**src/logic/lbhb_pkg.sv**
```systemverilog
// Constants, register map and types for the local bus host bridge port.
// Assumes a single 125 MHz clock domain and an Avalon-MM register slave with byte addresses.
package lbhb_pkg;
   localparam int DW = 16;
   localparam int AW = 20;
   localparam int CAW = 16;
   localparam int CFG_WORDS = 4;
   // Register byte offsets.
   localparam logic [5:0] REG_CTRL = 6'h00;
   localparam logic [5:0] REG_ADDR = 6'h04;
   localparam logic [5:0] REG_WDATA = 6'h08;
   localparam logic [5:0] REG_CMD = 6'h0c;
   localparam logic [5:0] REG_STAT = 6'h10;
   localparam logic [5:0] REG_RDATA = 6'h14;
   localparam logic [1:0] CFG_WIN = 2'h2;
   // Field positions and reset values.
   localparam int CTRL_WIDTH_BIT = 0;
   localparam int CTRL_ARB_BIT = 1;
   localparam int CTRL_CLKEN_BIT = 2;
   localparam logic [2:0] CTRL_RST = 3'h5;
   localparam int CMD_READ_BIT = 4;
   localparam logic [2:0] STROBE_CYC = 3'h4;
   localparam logic ROLE_BRIDGE = 1'h0;
   localparam logic STYLE_SELECT = 1'h1;
   typedef enum logic [1:0] {ST_IDLE, ST_SETUP, ST_STROBE, ST_HOLD} lbhb_state_t;
endpackage

```
**src/logic/lbhb_sync.sv**
```systemverilog
// Two-stage synchroniser for a group of pin inputs.
// Assumes the inputs are asynchronous to clk_in; only the second stage may be read.
`timescale 1ns/10ps
module lbhb_sync #(
   parameter int W = 1,
   parameter logic [W-1:0] RV = '0
) (
   // Clock and reset
   input wire logic clk_in,
   input wire logic nrst_in,
   // Data
   input wire logic [W-1:0] d_in,
   output logic [W-1:0] q_out
);
   logic [W-1:0] meta_r;

   always_ff @(posedge clk_in or negedge nrst_in) begin
      if (!nrst_in) begin
         meta_r <= RV;
         q_out <= RV;
      end else begin
         meta_r <= d_in;
         q_out <= meta_r;
      end
   end
endmodule // lbhb_sync

```
**src/logic/lbhb_lane.sv**
```systemverilog
// Byte lane choice for a bridge access from host byte enables and bus width.
// Assumes purely combinational use by the bridge sequencer.
`timescale 1ns/10ps
module lbhb_lane (
   // Selection inputs
   input wire logic [3:0] be_in,
   input wire logic word_sel_in,
   input wire logic wide_in,
   // Lane outputs
   output logic use_low_out,
   output logic use_high_out
);
   wire [1:0] sel = word_sel_in ? be_in[3:2] : be_in[1:0];

   // A narrow bus only ever carries the low lanes.
   assign use_high_out = wide_in & sel[1];
   assign use_low_out = ~wide_in | sel[0] | ~sel[1];
endmodule // lbhb_lane

```
**src/logic/lbhb_port.sv**
```systemverilog
// Local bus port: bridge master or configuration slave, picked by pin straps.
// Assumes straps are static during operation and that pins are resolved outside from the enables.
// What this block does
// Role strap low makes the port bus master; high makes it a configured slave.
// Style strap picks separate strobes (0) or select plus data strobe (1).
// Bridge drives data on writes and samples data on reads at clock edges.
// Bridge uses both bytes, low byte or high byte per byte enables and width.
// High-byte enable is asserted for the whole access using upper data lanes.
// Bridge releases all data lines when no access is in progress.
// Configuration role accepts only whole 16-bit word accesses.
// Configuration role drives register data during a host read, then releases.
// Bridge drives address lines during an access and releases them when idle.
// Configuration role decodes only the low sixteen address lines.
// Bridge write line marks writes, or encodes read versus write in select style.
// With arbitration on, control lines float between accesses; otherwise always driven in bridge role.
// Configuration role samples the write line as write mark or direction select.
// Bridge read line marks reads, or acts as data strobe in select style.
// Configuration role samples read line as read mark, or as data strobe for reads and writes in select style.
// External host must assert chip select; ignored in bridge role.
// Local clock output is a copy of the system clock, floated in configuration role.
//
// Chosen here: the register addresses and register access over Avalon-MM.
`timescale 1ns/10ps
module lbhb_port (
   // Clock and reset
   input wire logic clk_in,
   input wire logic nrst_in,
   // Avalon-MM register slave
   input wire logic [5:0] avs_address_in,
   input wire logic avs_read_in,
   input wire logic avs_write_in,
   input wire logic [31:0] avs_writedata_in,
   input wire logic [3:0] avs_byteenable_in,
   output logic [31:0] avs_readdata_out,
   output logic avs_waitrequest_out,
   // Straps
   input wire logic bus_role_select_in,
   input wire logic bus_style_select_in,
   // Local data and address
   input wire logic [15:0] local_data_lines_in,
   output logic [15:0] local_data_lines_out,
   output logic local_data_lines_oe_out,
   input wire logic [19:0] local_address_lines_in,
   output logic [19:0] local_address_lines_out,
   output logic local_address_lines_oe_out,
   // Local control lines
   input wire logic write_line_n_in,
   output logic write_line_n_out,
   output logic write_line_n_oe_out,
   input wire logic read_line_n_in,
   output logic read_line_n_out,
   output logic read_line_n_oe_out,
   output logic high_byte_enable_n_out,
   output logic high_byte_enable_n_oe_out,
   input wire logic chip_select_n_in,
   // Local clock
   output logic local_bus_clock_out,
   output logic local_bus_clock_oe_out
);
   logic [31:0] sy_bus;
   logic [4:0] sy_ctl;
   logic [2:0] ctrl_r;
   logic [19:0] baddr_r;
   logic [15:0] wdata_r;
   logic [15:0] rdata_r;
   logic [3:0] be_r;
   logic dir_rd_r;
   lbhb_pkg::lbhb_state_t state_r;
   lbhb_pkg::lbhb_state_t state_nxt;
   logic [2:0] cnt_r;
   logic [2:0] cnt_nxt;
   logic rack_r;
   logic [31:0] rdq_r;
   logic [15:0] cfg_mem [lbhb_pkg::CFG_WORDS];
   logic hwr_p_r;
   logic [15:0] hwd_r;
   logic [15:0] hwa_r;
   logic [15:0] cfg_rd_r;
   logic hrd_act_r;
   logic use_low;
   logic use_high;

   // The top four address inputs are never synchronised: they play no part in decoding.
   lbhb_sync #(.W(32), .RV(32'h0)) u_sync_bus (
      .clk_in(clk_in),
      .nrst_in(nrst_in),
      .d_in({local_address_lines_in[15:0], local_data_lines_in}),
      .q_out(sy_bus)
   );

   lbhb_sync #(.W(5), .RV(5'h07)) u_sync_ctl (
      .clk_in(clk_in),
      .nrst_in(nrst_in),
      .d_in({bus_role_select_in, bus_style_select_in, chip_select_n_in, write_line_n_in, read_line_n_in}),
      .q_out(sy_ctl)
   );

   wire bridge = sy_ctl[4] == lbhb_pkg::ROLE_BRIDGE;
   wire sel_style = sy_ctl[3] == lbhb_pkg::STYLE_SELECT;
   wire cs_n = sy_ctl[2];
   wire hwr_n = sy_ctl[1];
   wire hrd_n = sy_ctl[0];
   wire [15:0] hd = sy_bus[15:0];
   wire [15:0] ha = sy_bus[31:16];
   wire arb_en = ctrl_r[lbhb_pkg::CTRL_ARB_BIT];
   wire busy = state_r != lbhb_pkg::ST_IDLE;
   wire strobe = state_r == lbhb_pkg::ST_STROBE;

   lbhb_lane u_lane (
      .be_in(be_r),
      .word_sel_in(baddr_r[1]),
      .wide_in(ctrl_r[lbhb_pkg::CTRL_WIDTH_BIT]),
      .use_low_out(use_low),
      .use_high_out(use_high)
   );

   // Register slave decode. Reads take one wait cycle so that read data come from a flop.
   wire cmd_hit = avs_address_in == lbhb_pkg::REG_CMD;
   wire cfg_hit = avs_address_in[5:4] == lbhb_pkg::CFG_WIN;
   wire [1:0] cfg_idx = avs_address_in[3:2];
   assign avs_waitrequest_out = (avs_read_in & ~rack_r) | (avs_write_in & cmd_hit & busy);
   wire wr_go = avs_write_in & ~avs_waitrequest_out;
   wire start = wr_go & cmd_hit & bridge;
   wire [31:0] rd_mux =
      (avs_address_in == lbhb_pkg::REG_CTRL) ? {29'h0, ctrl_r} :
      (avs_address_in == lbhb_pkg::REG_ADDR) ? {12'h0, baddr_r} :
      (avs_address_in == lbhb_pkg::REG_WDATA) ? {16'h0, wdata_r} :
      cmd_hit ? {27'h0, dir_rd_r, be_r} :
      (avs_address_in == lbhb_pkg::REG_STAT) ? {29'h0, sel_style, ~bridge, busy} :
      (avs_address_in == lbhb_pkg::REG_RDATA) ? {16'h0, rdata_r} :
      cfg_hit ? {16'h0, cfg_mem[cfg_idx]} : 32'h0;
   assign avs_readdata_out = rdq_r;

   always_ff @(posedge clk_in or negedge nrst_in) begin
      if (!nrst_in) begin
         rack_r <= 1'h0;
         rdq_r <= 32'h0;
      end else begin
         rack_r <= avs_read_in & ~rack_r;
         rdq_r <= rd_mux;
      end
   end

   always_ff @(posedge clk_in or negedge nrst_in) begin
      if (!nrst_in) begin
         ctrl_r <= lbhb_pkg::CTRL_RST;
         baddr_r <= 20'h0;
         wdata_r <= 16'h0;
         be_r <= 4'h0;
         dir_rd_r <= 1'h0;
      end else if (wr_go) begin
         if (avs_address_in == lbhb_pkg::REG_CTRL) begin
            ctrl_r <= avs_writedata_in[2:0];
         end
         if (avs_address_in == lbhb_pkg::REG_ADDR) begin
            baddr_r <= avs_writedata_in[19:0];
         end
         if (avs_address_in == lbhb_pkg::REG_WDATA) begin
            wdata_r <= avs_writedata_in[15:0];
         end
         if (start) begin
            be_r <= avs_writedata_in[3:0];
            dir_rd_r <= avs_writedata_in[lbhb_pkg::CMD_READ_BIT];
         end
      end
   end

   // Bridge sequencer: one setup cycle, a fixed strobe, one hold cycle with address still out.
   always_comb begin
      state_nxt = state_r;
      cnt_nxt = cnt_r;
      case (state_r)
         lbhb_pkg::ST_IDLE: begin
            if (start) begin
               state_nxt = lbhb_pkg::ST_SETUP;
            end
         end
         lbhb_pkg::ST_SETUP: begin
            state_nxt = lbhb_pkg::ST_STROBE;
            cnt_nxt = lbhb_pkg::STROBE_CYC - 3'h1;
         end
         lbhb_pkg::ST_STROBE: begin
            if (cnt_r == 3'h0) begin
               state_nxt = lbhb_pkg::ST_HOLD;
            end else begin
               cnt_nxt = cnt_r - 3'h1;
            end
         end
         default: begin
            state_nxt = lbhb_pkg::ST_IDLE;
         end
      endcase
   end

   // Data seen through the synchroniser lags the pins by two cycles, still inside the strobe.
   always_ff @(posedge clk_in or negedge nrst_in) begin
      if (!nrst_in) begin
         state_r <= lbhb_pkg::ST_IDLE;
         cnt_r <= 3'h0;
         rdata_r <= 16'h0;
      end else begin
         state_r <= state_nxt;
         cnt_r <= cnt_nxt;
         if (strobe && cnt_r == 3'h0 && dir_rd_r) begin
            rdata_r <= hd;
         end
      end
   end

   // Bridge pin drive.
   wire ctl_oe = bridge & (busy | ~arb_en);
   assign local_address_lines_out = baddr_r;
   assign local_address_lines_oe_out = bridge & busy;
   assign write_line_n_out = sel_style ? ~(busy & ~dir_rd_r) : ~(strobe & ~dir_rd_r);
   assign read_line_n_out = sel_style ? ~strobe : ~(strobe & dir_rd_r);
   assign write_line_n_oe_out = ctl_oe;
   assign read_line_n_oe_out = ctl_oe;
   assign high_byte_enable_n_out = ~(busy & use_high);
   assign high_byte_enable_n_oe_out = ctl_oe;
   assign local_data_lines_out = bridge ? wdata_r : cfg_rd_r;
   assign local_data_lines_oe_out = bridge ? (busy & ~dir_rd_r) : hrd_act_r;
   // The forwarded clock is a buffered copy; gating is left to the pad enable.
   assign local_bus_clock_out = clk_in;
   assign local_bus_clock_oe_out = bridge & ctrl_r[lbhb_pkg::CTRL_CLKEN_BIT];

   // Configuration role host decode.
   wire h_wr = ~bridge & ~cs_n & (sel_style ? (~hrd_n & ~hwr_n) : ~hwr_n);
   wire h_rd = ~bridge & ~cs_n & (sel_style ? (~hrd_n & hwr_n) : ~hrd_n);
   wire rd_mapped = ha[15:2] == 14'h0;
   wire wr_mapped = hwa_r[15:2] == 14'h0;
   // A host write lands when its strobe ends, so address and data have settled.
   wire commit = hwr_p_r & ~h_wr & wr_mapped;

   always_ff @(posedge clk_in or negedge nrst_in) begin
      if (!nrst_in) begin
         hwr_p_r <= 1'h0;
         hwd_r <= 16'h0;
         hwa_r <= 16'h0;
         cfg_rd_r <= 16'h0;
         hrd_act_r <= 1'h0;
      end else begin
         hwr_p_r <= h_wr;
         if (h_wr) begin
            hwd_r <= hd;
            hwa_r <= ha;
         end
         cfg_rd_r <= rd_mapped ? cfg_mem[ha[1:0]] : 16'h0;
         hrd_act_r <= h_rd;
      end
   end

   // Host writes win over a register-bus write in the same cycle.
   always_ff @(posedge clk_in or negedge nrst_in) begin
      if (!nrst_in) begin
         for (int i = 0; i < lbhb_pkg::CFG_WORDS; i++) begin
            cfg_mem[i] <= 16'h0;
         end
      end else if (commit) begin
         cfg_mem[hwa_r[1:0]] <= hwd_r;
      end else if (wr_go && cfg_hit) begin
         if (avs_byteenable_in[0]) begin
            cfg_mem[cfg_idx][7:0] <= avs_writedata_in[7:0];
         end
         if (avs_byteenable_in[1]) begin
            cfg_mem[cfg_idx][15:8] <= avs_writedata_in[15:8];
         end
      end
   end

   property p_data_rel;
      @(posedge clk_in) disable iff (!nrst_in) (bridge && !busy) |-> !local_data_lines_oe_out;
   endproperty
   a_data_rel: assert property (p_data_rel) else $error("data lines driven while bridge idle");

   property p_addr_span;
      @(posedge clk_in) disable iff (!nrst_in)
         start |=> local_address_lines_oe_out [*6] ##1 !local_address_lines_oe_out;
   endproperty
   a_addr_span: assert property (p_addr_span) else $error("address drive span wrong");

   property p_wr_strobe;
      @(posedge clk_in) disable iff (!nrst_in)
         (start && !avs_writedata_in[4] && !sel_style) |=>
         write_line_n_out ##1 !write_line_n_out [*4] ##1 write_line_n_out;
   endproperty
   a_wr_strobe: assert property (p_wr_strobe) else $error("write strobe timing wrong");

   property p_rd_strobe;
      @(posedge clk_in) disable iff (!nrst_in)
         (start && avs_writedata_in[4] && !sel_style) |=>
         read_line_n_out ##1 !read_line_n_out [*4] ##1 read_line_n_out && write_line_n_out;
   endproperty
   a_rd_strobe: assert property (p_rd_strobe) else $error("read strobe timing wrong");

   property p_sel_write;
      @(posedge clk_in) disable iff (!nrst_in)
         (start && !avs_writedata_in[4] && sel_style) |=>
         (!write_line_n_out && read_line_n_out) ##1 (!read_line_n_out && !write_line_n_out) [*4];
   endproperty
   a_sel_write: assert property (p_sel_write) else $error("select style write wrong");

   property p_hbe;
      @(posedge clk_in) disable iff (!nrst_in)
         (busy && use_high) |-> (!high_byte_enable_n_out && high_byte_enable_n_oe_out);
   endproperty
   a_hbe: assert property (p_hbe) else $error("high byte enable not asserted");

   property p_arb;
      @(posedge clk_in) disable iff (!nrst_in)
         bridge |-> (write_line_n_oe_out == (busy || !arb_en));
   endproperty
   a_arb: assert property (p_arb) else $error("control drive does not follow arbitration");

   property p_cfg_rel;
      @(posedge clk_in) disable iff (!nrst_in) (!bridge && !h_rd) |=> !local_data_lines_oe_out;
   endproperty
   a_cfg_rel: assert property (p_cfg_rel) else $error("config read data not released");

   property p_clk;
      @(posedge clk_in) disable iff (!nrst_in) !bridge |-> !local_bus_clock_oe_out;
   endproperty
   a_clk: assert property (p_clk) else $error("local clock driven in config role");

   property p_commit;
      @(posedge clk_in) disable iff (!nrst_in) commit |=> cfg_mem[$past(hwa_r[1:0])] == $past(hwd_r);
   endproperty
   a_commit: assert property (p_commit) else $error("host word write lost");

   property p_lane;
      @(posedge clk_in) disable iff (!nrst_in) busy |-> (use_low || use_high);
   endproperty
   a_lane: assert property (p_lane) else $error("bridge access without a data lane");
endmodule // lbhb_port

```
**config.mk**
```make
export PLATFORM = sky130hd
export DESIGN_NAME = lbhb_port
export DESIGN_NICKNAME = d
export VERILOG_FILES = /design/src/logic/lbhb_pkg.sv /design/src/logic/lbhb_sync.sv /design/src/logic/lbhb_lane.sv /design/src/logic/lbhb_port.sv
export SDC_FILE = /design/constraint.sdc
export NUM_CORES = 1
export LEC_CHECK = 0
export BUFFER_PORTS_ARGS = -buffer_cell sky130_fd_sc_hd__buf_2
export CORE_MARGIN = 10
export CORE_UTILIZATION = 52
export DETAILED_ROUTE_END_ITERATION = 8
export GPL_TIMING_DRIVEN = 0
export PLACE_DENSITY_LB_ADDON = 0.3
export SETUP_SLACK_MARGIN = 0.05
export SYNTH_ARGS = -nofsm -noshare
export SYNTH_HDL_FRONTEND = slang
export SYNTH_SLANG_ARGS = --single-unit
```
**constraint.sdc**
```tcl
create_clock -name clk_in -period 2 [get_ports clk_in]
set_clock_uncertainty 0.05 [all_clocks]
set_input_delay 0.5 -clock clk_in [delete_from_list [all_inputs] [get_ports clk_in]]
set_output_delay 0.5 -clock clk_in [all_outputs]
set_load 0.1 [all_outputs]
```
==> results.cfg <==
[worst_setup_path]
path_max_fanout = 5
start_kind = register
criticalPathCategory = register to output pin
worstReg2RegEnd = cfg_mem[59]$_DFFE_PN0P_
worstSetupEndpointType = output pin
slowest_delay_ns = 0.40
startpoint = state_r[1]$_DFFE_PN0P_
cpMaxStageDelayCell = dfrtp_1
arrival_ns = 1.96
r2r_setup_slack_ns = -0.40
rr_worst_depth = 11
crit_buf_inv = 3
critPathRequiredTime_ns = 1.45
r2r-start = u_sync_ctl.q_out[4]$_DFF_PN0_
critical_path.top_delay_family = buffers and inverters
path_cells = inv_2, ha_4, clkinvlp_4, a41o_4, buf_12

[timing]
min_period_ns = 2.51
finalSetupViolCount = 97
setup-tns-final_ns = -34.52
setup_slack_ns = -0.509
maxSlewViolCount = 0
hold_viol = 0
max_freq_ghz = 0.399
rsz0062_at_grt = yes
slew_headroom = 0.546
worstMarginPinSlew_ns = 0.681
post-route-period-util = 1.25

[power]
p_per_area_mw_per_mm2 = 944
total_power_mw = 15.9
ir_drop_mv = 1.24
leakagePower_nw = 7.99

[layout]
drive_gt1_frac = 0.421
area_growth_syn_to_layout_pct = 35.1
fin_nets = 1322
final_cells = 1573

[flow_run]
max-cap-violations = 0

[placement]
portBuffers = 132
place.gp.congestion = 0.886
dp_hpwl_um = 23000
dp.cells = 1430

[global_routing]
grt_remaining_overflow = 0
grt_pass1_wl_um = 53700
grt_max_degree = 109
antenna_found_initial = 2
grt_pass1_vias = 9281
grt_usage = 0.220

[die]
fp-row-count = 56
initial_core_util = 0.531
dieWidth_um = 175
die_h_um = 175
dieArea_mm2 = 0.0306
coreArea_mm2 = 0.0235
num_io_pins = 166

[clocking]
clk_latency_ns = 0.66
clk_pin_slew_ns = 0.06
cts_tree = yes

[status]
violations = negative setup slack
status = finished, violations left

[hold_path]
holdPathStages = 2
hold_path.class = input port to register
hold_end = local_address_lines_out[18]$_DFFE_PN0P_
min_from = avs_writedata_in[18]

[yosys]
synth-async-reset-ratio = 1.00
yosysMostFrequentCell = dfrtp_1
yosys_warnings = 0
synth.area.top_cells = dfrtp_1 (53%), mux2_2 (13%), mux4_2 (5.8%)
synth_common_cells = dfrtp_1 (266), nand2_1 (149), mux2_2 (145), mux2i_1 (69), nand3_1 (66)
ys.flop_type = dfrtp_1
syn_area_mm2 = 0.0125
synth_top_area_frac = 0.532
synth-edff-count = 0
synth_top_area_cell = dfrtp_1
syn_inst = 966
ys_seq_area_frac = 0.549
syn_avg_cell_area_um2 = 12.9
ys_ff_latch = 274
ys_types = 57

[routing]
wirelength_um = 36100
first_pass_iters = 7
routedWlPerCell_um = 23.0
drt_iter0_markers = 978
viasPerCell = 5.76
via_count = 9064
drtAntennaViolNets = 0
remaining_drc_errors = 0
[worst register-to-register path: stages (launching register included)]
cell and delay (ns):
dfrtp_1 0.34, buf_6 0.17, buf_6 0.13, nand2b_4 0.05
a211o_1 0.28, buf_6 0.15, buf_12 0.12, a211oi_4 0.28
buf_6 0.17, a22oi_4 0.06, buf_12 0.18, mux2_4 0.30
[stage by stage]
stage	hold WS (ns)	area, um2	worst slack, ns	utilization
2_1_floorplan	0.154	12800	-0.0995	-
3_3_place_gp	0.283	13900	-4.56	0.589
3_5_place_dp	0.285	13900	-0.812	0.591
4_1_cts	0.0113	16300	-0.467	0.691
5_1_grt	0.0207	16900	-0.551	0.718
6_report	0.0283	16900	-0.509	0.718
[power by group]
part / leakage, nW / total, mW / internal [mW] / switching, mW
Clock: 0.525 / 6.05 / 3.62 / 2.44
Combinational: 3.93 / 3.48 / 1.37 / 2.11
Sequential: 3.54 / 6.41 / 5.99 / 0.421
Total: 7.99 / 15.9 / 11.0 / 4.97
[logic make-up after synthesis]
group	Yosys count	share of synthesized area
simple gates	277	0.104
flops	274	0.549
mux	256	0.253
buf+inv	91	0.0403
compound gates	62	0.0481
fa+ha+maj	5	0.00500
other cells	1	0.000300
[registers in the layout, indices dropped and copies added, names as in the netlist, 3 cells and up]
register	count
cfg_mem	64
cfg_rd_r	16
hwd_r	16
hwa_r	16
rdata_r	16
be_r	4
u_sync_bus.meta_r	32
u_sync_ctl.q_out	5
u_sync_ctl.meta_r	5
cnt_r	3
u_sync_bus.q_out	32
wdata_r	16
ctrl_r	3
local_address_lines_out	20
avs_readdata_out	20
[routing by layer]
metal | up-vias | wire (um) | GRT usage
met2 | 508 | 17300 | 0.354
met1 | 4526 | 14100 | 0.289
met3 | 94 | 3450 | 0.0515
li1 | 3936 | - | -
met4 | 0 | 1190 | 0.0692
met5 | - | 0 | 0
[cells in the final DEF (no fill, tap or decap), types with 38 or more instances in the layout]
cell type	synthesis	routed
nand3_1	66	65
dlygate4sd3_1	0	38
clkbuf_16	0	40
nand2_1	149	148
mux2_4	0	53
buf_12	2	42
buf_4	17	67
mux2_2	145	102
dfrtp_1	266	263
mux2i_1	69	65
buf_2	10	71
[timing repair]
action / 4_1_cts / 5_1_grt
gates resized for setup: 185 / 95
hold endpoints to repair: 102 / 0
cloned: 2 / 7
hold buffers: 38 / 0
buffers inserted: 31 / 12
pin swaps: 18 / 12
setup endpoints to repair: 174 / 150
[how the worst max path moves through the flow]
stage	endpoint	slack, ns	cells after the start
6_report	avs_waitrequest_out	-0.51	5
5_1_grt	avs_waitrequest_out	-0.55	5
4_1_cts	read_line_n_oe_out	-0.47	5
3_5_place_dp	avs_readdata_out[0]$_DFF_PN0_	-0.81	7
3_3_place_gp	local_address_lines_out[11]$_DFFE_PN0P_	-4.56	1
2_1_floorplan	read_line_n_oe_out	-0.1	4
[final cells by class]
cell class,count,area (um2)
flip-flops and latches,274,6870
clock buffers,39,870
clock inverters,17,204
inverters,13,56.3
fillers,1490,6650
repair buffers,223,2310
diodes,2,5.00
plain buffers,74,627
multi-input cells,612,5560
well taps,319,399
No activity file was read; power rests on OpenSTA's default activity.
